File: src/design/uebm_defs.vh
// Constants for the endpoint bank manager: register offsets, fields, sizes.
// Included by the design; no logic here.
`ifndef UEBM_DEFS_VH
`define UEBM_DEFS_VH
`define UEBM_ADDR_CTRL 4'h0
`define UEBM_ADDR_STAT 4'h1
`define UEBM_ADDR_BCNT 4'h2
`define UEBM_ADDR_DATA 4'h3
`define UEBM_ADDR_FNUM 4'h4
`define UEBM_ADDR_CLR 4'h5
// Control bits
`define UEBM_C_DIR_IN 0
`define UEBM_C_AUTO 1
`define UEBM_C_DMA 2
`define UEBM_C_ISO 3
`define UEBM_C_ISO_FRAME_SWITCH 4
`define UEBM_C_DUAL 5
`define UEBM_C_OUTIE 6
`define UEBM_C_INIE 7
// Status bits
`define UEBM_S_OUTRX 0
`define UEBM_S_INRDY 1
`define UEBM_S_BUSY 2
`define UEBM_S_RW_ALLOWED 3
`define UEBM_S_ZLP 4
`define UEBM_S_UNDER 5
`define UEBM_S_OVER 6
`define UEBM_S_STCRC 7
`define UEBM_S_SOF 8
`define UEBM_S_KILL 9
`define UEBM_CTRL_RST 8'h00
`define UEBM_BANK_BYTES 7'h40
`define UEBM_SOF_GAP 16'h61a8
`define UEBM_SOF_MISS 16'h6590
`endif

File: src/design/uebm_top.v
// Endpoint bank manager: two 64-byte banks, host side and local side.
// Assumes a classic Wishbone master and a byte-wide host packet interface.
`timescale 1ns/1ns
`include "uebm_defs.vh"
module uebm_top (
	input wire clk_i,
	input wire rst_i,
	input wire cyc_i,
	input wire stb_i,
	input wire we_i,
	input wire [3:0] adr_i,
	input wire [3:0] sel_i,
	input wire [31:0] dat_i,
	output reg [31:0] dat_o,
	output reg ack_o,
	input wire hs_wr_i,
	input wire [7:0] hs_wdat_i,
	input wire hs_end_i,
	input wire hs_crc_err_i,
	input wire hs_rd_i,
	output reg [7:0] hs_rdat_o,
	output reg hs_last_o,
	output reg hs_empty_o,
	input wire sof_i,
	input wire dma_wr_i,
	input wire [7:0] dma_wdat_i,
	input wire dma_rd_i,
	output reg [7:0] dma_rdat_o,
	output reg endpoint_irq_o
);
	reg [7:0] mem [0:127];
	reg [7:0] ctrl;
	reg [6:0] cnt [0:1];
	reg [6:0] rptr [0:1];
	reg [1:0] full;
	reg [1:0] wlast;
	reg loc;
	reg hst;
	reg [6:0] hcnt;
	reg hdrop;
	reg hover;
	reg out_received_flag, in_ready_flag, bank_busy_ctl;
	reg zero_len_seen, underflow_flag, overflow_flag, stall_crc_flag, frame_start_flag;
	reg [10:0] frame_number;
	reg [15:0] sof_cnt;
	reg kill_done;
	wire is_in = ctrl[`UEBM_C_DIR_IN];
	wire auto_bank_switch = ctrl[`UEBM_C_AUTO];
	wire data_flow_dma = ctrl[`UEBM_C_DMA];
	wire is_iso = ctrl[`UEBM_C_ISO];
	wire iso_frame_switch = ctrl[`UEBM_C_ISO_FRAME_SWITCH] & is_in & is_iso;
	wire dual = ctrl[`UEBM_C_DUAL];

	// Last byte test for a bank pointer
	function last_byte;
		input [6:0] ptr;
		input [6:0] lim;
		last_byte = (ptr + 7'h01 == lim);
	endfunction
	wire wb_req = cyc_i & stb_i & ~ack_o;
	wire wb_wr = wb_req & we_i & sel_i[0];
	wire wb_rd = wb_req & ~we_i;
	wire cpu_rd = wb_rd & (adr_i == `UEBM_ADDR_DATA);
	wire cpu_wr = wb_wr & (adr_i == `UEBM_ADDR_DATA);
	wire clr_wr = wb_wr & (adr_i == `UEBM_ADDR_CLR);
	wire loc_rd = (cpu_rd | dma_rd_i) & ~is_in & full[loc] & (rptr[loc] != cnt[loc]);
	wire loc_wr = (cpu_wr | dma_wr_i) & is_in & ~full[loc] & (cnt[loc] != `UEBM_BANK_BYTES);
	wire [7:0] loc_wdat = dma_wr_i ? dma_wdat_i : dat_i[7:0];
	// Current bank open to local access
	wire rw_allowed = is_in ? (~full[loc] & (cnt[loc] != `UEBM_BANK_BYTES)) :
		(full[loc] & (rptr[loc] != cnt[loc]));

	// Status word as read by software
	wire [31:0] stat_word;
	assign stat_word[`UEBM_S_OUTRX] = out_received_flag;
	assign stat_word[`UEBM_S_INRDY] = in_ready_flag;
	assign stat_word[`UEBM_S_BUSY] = bank_busy_ctl;
	assign stat_word[`UEBM_S_RW_ALLOWED] = rw_allowed;
	assign stat_word[`UEBM_S_ZLP] = zero_len_seen;
	assign stat_word[`UEBM_S_UNDER] = underflow_flag;
	assign stat_word[`UEBM_S_OVER] = overflow_flag;
	assign stat_word[`UEBM_S_STCRC] = stall_crc_flag;
	assign stat_word[`UEBM_S_SOF] = frame_start_flag;
	assign stat_word[`UEBM_S_KILL] = kill_done;
	assign stat_word[31:10] = 22'h0;
	wire sw_busy_clr = clr_wr & dat_i[`UEBM_S_BUSY] & ~(auto_bank_switch | iso_frame_switch);
	wire auto_out_free = auto_bank_switch & loc_rd & last_byte(rptr[loc], cnt[loc]);
	wire auto_in_free = auto_bank_switch & loc_wr & last_byte(cnt[loc], `UEBM_BANK_BYTES);
	wire sof_miss = (sof_cnt == `UEBM_SOF_MISS);
	wire frame_tick = sof_i | sof_miss;
	wire iso_sw = iso_frame_switch & frame_tick & ~full[loc] & (cnt[loc] != 7'h00);
	wire loc_done = sw_busy_clr | auto_out_free | auto_in_free | iso_sw;
	wire kill = clr_wr & dat_i[`UEBM_S_KILL] & is_in;

	// Write-one clear strobes for the sticky flags; busy clear and kill are decoded above
	wire clr_outrx = clr_wr & dat_i[`UEBM_S_OUTRX];
	wire clr_inrdy = clr_wr & dat_i[`UEBM_S_INRDY];
	wire clr_zlp = clr_wr & dat_i[`UEBM_S_ZLP];
	wire clr_under = clr_wr & dat_i[`UEBM_S_UNDER];
	wire clr_over = clr_wr & dat_i[`UEBM_S_OVER];
	wire clr_stcrc = clr_wr & dat_i[`UEBM_S_STCRC];
	wire clr_sof = clr_wr & dat_i[`UEBM_S_SOF];

	// Host packet end on OUT
	wire hs_out_end = hs_end_i & ~is_in;
	wire zlp_filt = hs_out_end & (hcnt == 7'h00) & auto_bank_switch & data_flow_dma;
	wire h_commit = hs_out_end & ~hdrop & ~zlp_filt;
	wire h_in_rd = hs_rd_i & is_in & full[hst];
	wire h_in_last = h_in_rd & last_byte(rptr[hst], cnt[hst]);
	function nb;
		input d;
		input b;
		nb = d ? ~b : b;
	endfunction
	wire [1:0] bank_free_set;
	assign bank_free_set[0] = (loc_done & loc == 1'b0) | (h_in_last & hst == 1'b0);
	assign bank_free_set[1] = (loc_done & loc == 1'b1) | (h_in_last & hst == 1'b1);

	// State of the bank that follows; a single bank has none
	wire nxt_full = dual & full[~loc];
	wire nxt_free = dual & ~full[~loc];

	// OUT flags set by landed packet or full next bank
	wire out_flag_set = (h_commit & hst == loc) | (loc_done & nxt_full);

	// IN flags set on switch to free bank or freed bank
	wire in_flag_set = loc_done ? nxt_free : (~full[loc] & ~bank_busy_ctl);

	// Host reads an empty iso IN bank
	wire iso_in_under = hs_rd_i & is_in & is_iso & ~full[hst];

	// Iso OUT packet dropped for lack of a bank
	wire iso_out_under = hs_out_end & hdrop & is_iso;

	wire over_set = h_commit & (hover | (hs_wr_i & hcnt == `UEBM_BANK_BYTES));

	wire crc_set = h_commit & is_iso & hs_crc_err_i;

	// Kill accepted for the last switched IN bank while it is still full, unless host is taking that bank
	wire kill_ok = kill & wlast[0] & full[wlast[1]] & ~(h_in_rd & hst == wlast[1]);

	// Interrupt request ahead of its register
	wire irq_next = (out_received_flag & ctrl[`UEBM_C_OUTIE]) |
		(in_ready_flag & ctrl[`UEBM_C_INIE]);

	integer i;
	always @(posedge clk_i) begin
		if (rst_i) begin
			ctrl <= `UEBM_CTRL_RST;
			ack_o <= 1'b0;
			dat_o <= 32'h0;
			full <= 2'b00;
			wlast <= 2'b00;
			loc <= 1'b0;
			hst <= 1'b0;
			hcnt <= 7'h00;
			hdrop <= 1'b0;
			hover <= 1'b0;
			for (i = 0; i < 2; i = i + 1) begin
				cnt[i] <= 7'h00;
				rptr[i] <= 7'h00;
			end
			out_received_flag <= 1'b0;
			in_ready_flag <= 1'b0;
			bank_busy_ctl <= 1'b0;
			zero_len_seen <= 1'b0;
			underflow_flag <= 1'b0;
			overflow_flag <= 1'b0;
			stall_crc_flag <= 1'b0;
			frame_start_flag <= 1'b0;
			frame_number <= 11'h000;
			sof_cnt <= 16'h0000;
			kill_done <= 1'b0;
			hs_rdat_o <= 8'h00;
			hs_last_o <= 1'b0;
			hs_empty_o <= 1'b1;
			dma_rdat_o <= 8'h00;
			endpoint_irq_o <= 1'b0;
		end else begin
			ack_o <= wb_req;
			hs_last_o <= h_in_last;
			if (wb_wr & (adr_i == `UEBM_ADDR_CTRL)) begin
				ctrl <= dat_i[7:0];
			end
			if (wb_rd) begin
				case (adr_i)
				`UEBM_ADDR_CTRL: dat_o <= {24'h0, ctrl};
				`UEBM_ADDR_STAT: dat_o <= stat_word;
				`UEBM_ADDR_BCNT: dat_o <= {25'h0, cnt[loc]};
				`UEBM_ADDR_DATA: dat_o <= {24'h0, mem[{loc, rptr[loc][5:0]}]};
				`UEBM_ADDR_FNUM: dat_o <= {21'h0, frame_number};
				default: dat_o <= 32'h0;
				endcase
			end
			sof_cnt <= frame_tick ? 16'h0000 : sof_cnt + 16'h0001;
			if (sof_miss) begin
				frame_number <= frame_number + 11'h001;
			end

			// Local side data path
			if (loc_rd) begin
				dma_rdat_o <= mem[{loc, rptr[loc][5:0]}];
				rptr[loc] <= rptr[loc] + 7'h01;
			end
			if (loc_wr) begin
				mem[{loc, cnt[loc][5:0]}] <= loc_wdat;
				cnt[loc] <= cnt[loc] + 7'h01;
			end

			// Host side OUT receive
			if (hs_wr_i & ~is_in) begin
				if (hcnt == 7'h00 && full[hst]) begin
					hdrop <= 1'b1;
				end else if (~hdrop) begin
					if (hcnt < `UEBM_BANK_BYTES) begin
						mem[{hst, hcnt[5:0]}] <= hs_wdat_i;
						hcnt <= hcnt + 7'h01;
					end else begin
						hover <= 1'b1;
					end
				end
			end

			// Host side IN send
			if (h_in_rd) begin
				hs_rdat_o <= mem[{hst, rptr[hst][5:0]}];
				rptr[hst] <= rptr[hst] + 7'h01;
			end

			// Pointer round robin and bank state
			for (i = 0; i < 2; i = i + 1) begin
				if (bank_free_set[i]) begin
					full[i] <= is_in ? ~full[i] : 1'b0;
					if (~is_in | full[i]) begin
						cnt[i] <= 7'h00;
					end
					rptr[i] <= 7'h00;
				end
			end
			if (loc_done) begin
				loc <= nb(dual, loc);
				if (is_in) begin
					wlast <= dual ? {loc, 1'b1} : {1'b0, 1'b1};
				end
			end
			if (h_in_last) begin
				hst <= nb(dual, hst);
			end
			if (hs_out_end) begin
				hcnt <= 7'h00;
				hdrop <= 1'b0;
				hover <= 1'b0;
				if (h_commit) begin
					full[hst] <= 1'b1;
					cnt[hst] <= hcnt;
					rptr[hst] <= 7'h00;
					hst <= nb(dual, hst);
				end
			end

			kill_done <= 1'b0;
			if (kill_ok) begin
				full[wlast[1]] <= 1'b0;
				cnt[wlast[1]] <= 7'h00;
				loc <= wlast[1];
				wlast <= 2'b00;
				kill_done <= 1'b1;
			end
			if (~is_in) begin
				if (out_flag_set) begin
					out_received_flag <= 1'b1;
					bank_busy_ctl <= 1'b1;
				end else begin
					if (clr_outrx) begin
						out_received_flag <= 1'b0;
					end
					if (loc_done) begin
						bank_busy_ctl <= 1'b0;
					end
				end
			end else begin
				if (in_flag_set) begin
					in_ready_flag <= 1'b1;
					bank_busy_ctl <= 1'b1;
				end else begin
					if (clr_inrdy) begin
						in_ready_flag <= 1'b0;
					end
					if (loc_done) begin
						bank_busy_ctl <= 1'b0;
					end
				end
			end

			// Write-one clears for the remaining sticky flags
			if (clr_zlp) begin
				zero_len_seen <= 1'b0;
			end
			if (clr_under) begin
				underflow_flag <= 1'b0;
			end
			if (clr_over) begin
				overflow_flag <= 1'b0;
			end
			if (clr_stcrc) begin
				stall_crc_flag <= 1'b0;
			end
			if (clr_sof) begin
				frame_start_flag <= 1'b0;
			end

			if (zlp_filt) begin
				zero_len_seen <= 1'b1;
			end

			if (iso_in_under | iso_out_under) begin
				underflow_flag <= 1'b1;
			end

			if (over_set) begin
				overflow_flag <= 1'b1;
			end

			if (crc_set) begin
				stall_crc_flag <= 1'b1;
			end
			if (frame_tick) begin
				frame_start_flag <= 1'b1;
			end
			hs_empty_o <= ~full[hst] | ~is_in;
			endpoint_irq_o <= irq_next;
		end
	end
endmodule // uebm_top

File: config.mk
export PLATFORM = sky130hd
export DESIGN_NAME = uebm_top
export DESIGN_NICKNAME = d
export VERILOG_FILES = /design/src/design/uebm_top.v
export VERILOG_INCLUDE_DIRS = /design/src /design/src/design
export SDC_FILE = /design/constraint.sdc
export NUM_CORES = 2
export LEC_CHECK = 0
export BUFFER_PORTS_ARGS = -buffer_cell sky130_fd_sc_hd__buf_2
export CAP_MARGIN = 20
export CORE_MARGIN = 2
export CORE_UTILIZATION = 35
export DETAILED_ROUTE_END_ITERATION = 7
export SYNTH_ARGS = -nofsm -noshare
export SYNTH_HDL_FRONTEND = slang
export SYNTH_SLANG_ARGS = --single-unit
export TNS_END_PERCENT = 50
File: constraint.sdc
create_clock -name clk_i -period 18.8 [get_ports clk_i]
set_input_delay 0.94 -clock clk_i [delete_from_list [all_inputs] [get_ports clk_i]]
set_output_delay 0.94 -clock clk_i [all_outputs]
set_load 0.01 [all_outputs]
==> impl_metrics.yaml <==
finish:
  fin_nets: 5564
  final_common_cell: "nand2_1"
  final_cell_mix: "1,652 x nand2_1, 1,038 x edfxtp_1, 811 x nand3_1, 284 x mux2i_1, 247 x nor2_1"
  final_layout_size_suffix_gt1_share_pct: 8.86
  n_fill_cell: 15716
  final_cells: 7776
  synthToLayoutAreaGrowth_pct: 10.6
grt:
  antenna_found_initial: 7
  grt_start_max_net_pins: 166
  grt_use_total_pct: 23.0
  grt_pass1_vias: 42995
  overflow: 0
  grt_pass1_wl_mm: 290
synthesis:
  yosysSeqAreaShare_pct: 57.5
  yosys.area_share.xor_xnor_pct: 1.11
  synthArstFlopShare_pct: 0
  synth-warning-count: 0
  synth-edff-count: 1038
  synth_cell_type_count: 85
  syn_area_mm2: 0.0578
  synth-main-ff-cell: "edfxtp_1"
  synth_top_family_by_area: "simple AND/OR/NAND/NOR gates"
  synth.avg_cell_area_um2: 10.3
  synth.area.mux_share_pct: 7.69
  ys_ff_latch: 1143
  synthAdderAreaFrac_pct: 0.216
  yosys.area_share.simple_pct: 22.8
  synth_cells: 5610
  synth_compound_area_share_pct: 7.11
floorplan:
  fp.dieH_um: 410
  core-area_mm2: 0.164
  num_io_pins: 120
  initial_core_util_pct: 35.2
  num_rows: 149
  dieWidth_um: 410
  dieArea_mm2: 0.168
clock_tree:
  cts_made_buffers: 120
  cts_resized: 0
  cts_tree: "done"
  cts_sinks: 1143
  cts_root_buf: "clkbuf_16"
  cts_setup_buffers: 0
  clkSlewWorstSetupHoldPaths_ps: 70
  clock_latency_ps: 780
  clockBufferDepth: 3
  cts_hold_buf: 0
  h-tree-depth: 3
placement:
  dpl_worst_slack_ps: 12980
  io_buffers: 73
  dp_cells: 7548
  gp_congestion: 0.920
  dp_hpwl_mm: 120
power_and_ir_drop:
  sequentialPowerShare_pct: 48.1
  p_sw_share_pct: 26.8
  p_sw_w: 0.00158
  power_frac_comb_pct: 12.4
  power_leakage_nw: 21.9
  powerDensity_mw_per_mm2: 92.0
  vdd_drop_max_mv: 0.0728
  p_int_w: 0.00431
  p_clk_share_pct: 39.5
timing:
  fin_crit_sh_pct: 32.0
  max_clock_freq_ghz: 0.166
  relSlewSlack_pct: 13.9
  fin_skew_ps: 49.0
  hold-worst-slack_ps: 447
  hold_viol: 0
  finalWorstSetupSlack_ps: 12780
  tns_ps: 0
  setup_violations: 0
  rsz0062_at_grt: "false"
  tightestPinTransition_ps: 1270
  period_minus_slack_ps: 6020
  drv_slew: 0
routing:
  vias: 46297
  ant_nets: 0
  drc_errors: 0
  wirelength_mm: 201
  first_iter_violations: 6611
  wl_per_cell_um: 25.8
  avgViaCountPerCell: 5.95
  first_pass_iters: 7
critical_path:
  path_max_fanout: 160
  start_kind: "register"
  endpoint_kind: "register"
  cp.arrival_ps: 6690
  crit_type: "reg2reg"
  worst_ep_required_time_ps: 19470
run:
  maxCapViolations: 0
status:
  status: "finished, final reports clean"
worst_hold_path:
  min_path_type: "in2reg"
-- sequential cells by signal, indices dropped and copies added, names as in the netlist, 2 cells and up, named ones only --
signal,cells
wlast,2
frame_number,11
cnt,14
dat_o,11
mem,1024
hcnt,7
rptr,14
sof_cnt,16
ctrl,8
dma_rdat_o,8
hs_rdat_o,8
full,2
-- cells in the mapped netlist (7+ instances only) --
| library cell | count | area, µm² |
|---|---|---|
| inv_1 | 19 | 71.3 |
| o31ai_1 | 24 | 180 |
| mux2_2 | 17 | 191 |
| a222oi_1 | 7 | 70.1 |
| nand3b_1 | 12 | 90.1 |
| o32ai_1 | 7 | 61.3 |
| o22ai_1 | 10 | 62.6 |
| o21a_1 | 7 | 52.6 |
| a21oi_1 | 82 | 410 |
| mux2i_1 | 291 | 2910 |
| a311o_1 | 23 | 230 |
| clkbuf_1 | 239 | 897 |
| o311ai_0 | 7 | 61.3 |
| dfxtp_1 | 105 | 2100 |
| mux4_2 | 53 | 1190 |
| a311oi_1 | 113 | 990 |
| o2111ai_1 | 14 | 123 |
| buf_4 | 24 | 180 |
| nand2b_1 | 12 | 75.1 |
| xnor2_1 | 40 | 350 |
| a221o_1 | 8 | 80.1 |
| o211ai_1 | 8 | 60.1 |
| ha_1 | 10 | 125 |
| buf_1 | 66 | 248 |
| and2_1 | 9 | 56.3 |
| nand2_1 | 1652 | 6200 |
| o21ai_0 | 46 | 230 |
| or3_1 | 10 | 62.6 |
| and3_1 | 127 | 795 |
| nor2b_1 | 9 | 56.3 |
| a32o_1 | 11 | 110 |
| o2111a_1 | 9 | 101 |
| nor2_1 | 255 | 957 |
| nand3_1 | 811 | 4060 |
| o31a_1 | 17 | 149 |
| a22oi_1 | 33 | 248 |
| edfxtp_1 | 1038 | 31200 |
| a32oi_1 | 52 | 455 |
| a31oi_1 | 15 | 93.8 |
| nor4_1 | 26 | 163 |
| nor3_1 | 23 | 115 |
| buf_2 | 112 | 561 |
| xor2_1 | 28 | 245 |
| nand4_1 | 34 | 213 |
-- power by group through the flow --
stage          clock, W  sequential (W)  combinational [W]
5_1_grt         0.00244         0.00283           0.000763
3_3_place_gp          0         0.00288           0.000701
6_report        0.00232         0.00283           0.000731
4_1_cts         0.00234         0.00283           0.000711
3_5_place_dp          0         0.00288           0.000709
2_1_floorplan         0         0.00291           0.000435
-- worst paths after layout --
check / to / start / slack [ps] / cells past startpoint
min reg2reg: hover$_SDFFE_PP0P_ / hover$_SDFFE_PP0P_ / 470 / 2
max reg2reg: hs_rdat_o[1]$_SDFFE_PP0P_ / hst$_SDFF_PP0_ / 12780 / 13
min: ctrl[3]$_SDFFE_PP0P_ / dat_i[3] / 450 / 3
max: hs_rdat_o[1]$_SDFFE_PP0P_ / hst$_SDFF_PP0_ / 12780 / 13
-- layout make-up --
class,instances,area (µm²),share of cell area (%)
clock buffers,158,3260,5.09
flip-flops and latches,1143,33300,52.0
multi-input cells,4016,22800,35.7
repair buffers,181,1250,1.96
diodes,3,7.51,0.0117
well taps,2189,2740,4.28
clock inverters,62,508,0.794
inverters,24,115,0.180
-- logic make-up after synthesis --
family,count (synthesis)
xor+xnor,70
buf+inv,471
simple gates,3014
mux,369
flops,1143
other cells,1
compound gates,532
fa+ha+maj,10
-- critical path, stage by stage, from the launching register on --
cell	delay, ps
dfxtp_2	330
buf_4	520
mux2i_4	110
buf_4	420
inv_8	620
buf_12	710
buf_4	960
mux2i_1	310
mux4_2	270
nand2_1	110
o31a_1	260
a22oi_1	520
nand3_1	260
o2111a_1	210
-- per-layer routing --
metal | vias to the layer above | routed length, µm | part of all wire, % | track usage (%)
met3 | 470 | 22500 | 11 | 4.57
met2 | 2900 | 89400 | 45 | 35.4
met5 | - | 45 | 0.022 | 0
met1 | 22737 | 78800 | 39 | 31.1
met4 | 6 | 9720 | 4.8 | 10.7
li1 | 20184 | - | - | -
-- per-stage QoR --
stage | total power, W | util [%] | area [µm²]
after global routing | 0.00603 | 38.9 | 64000
after detailed placement | 0.00359 | 36.6 | 60200
after floorplan | 0.00334 | - | 57900
after global placement | 0.00358 | 36.6 | 60100
final | 0.00588 | 38.9 | 64000
after CTS | 0.00588 | 38.9 | 63900
(Power assumes the default switching activity.)
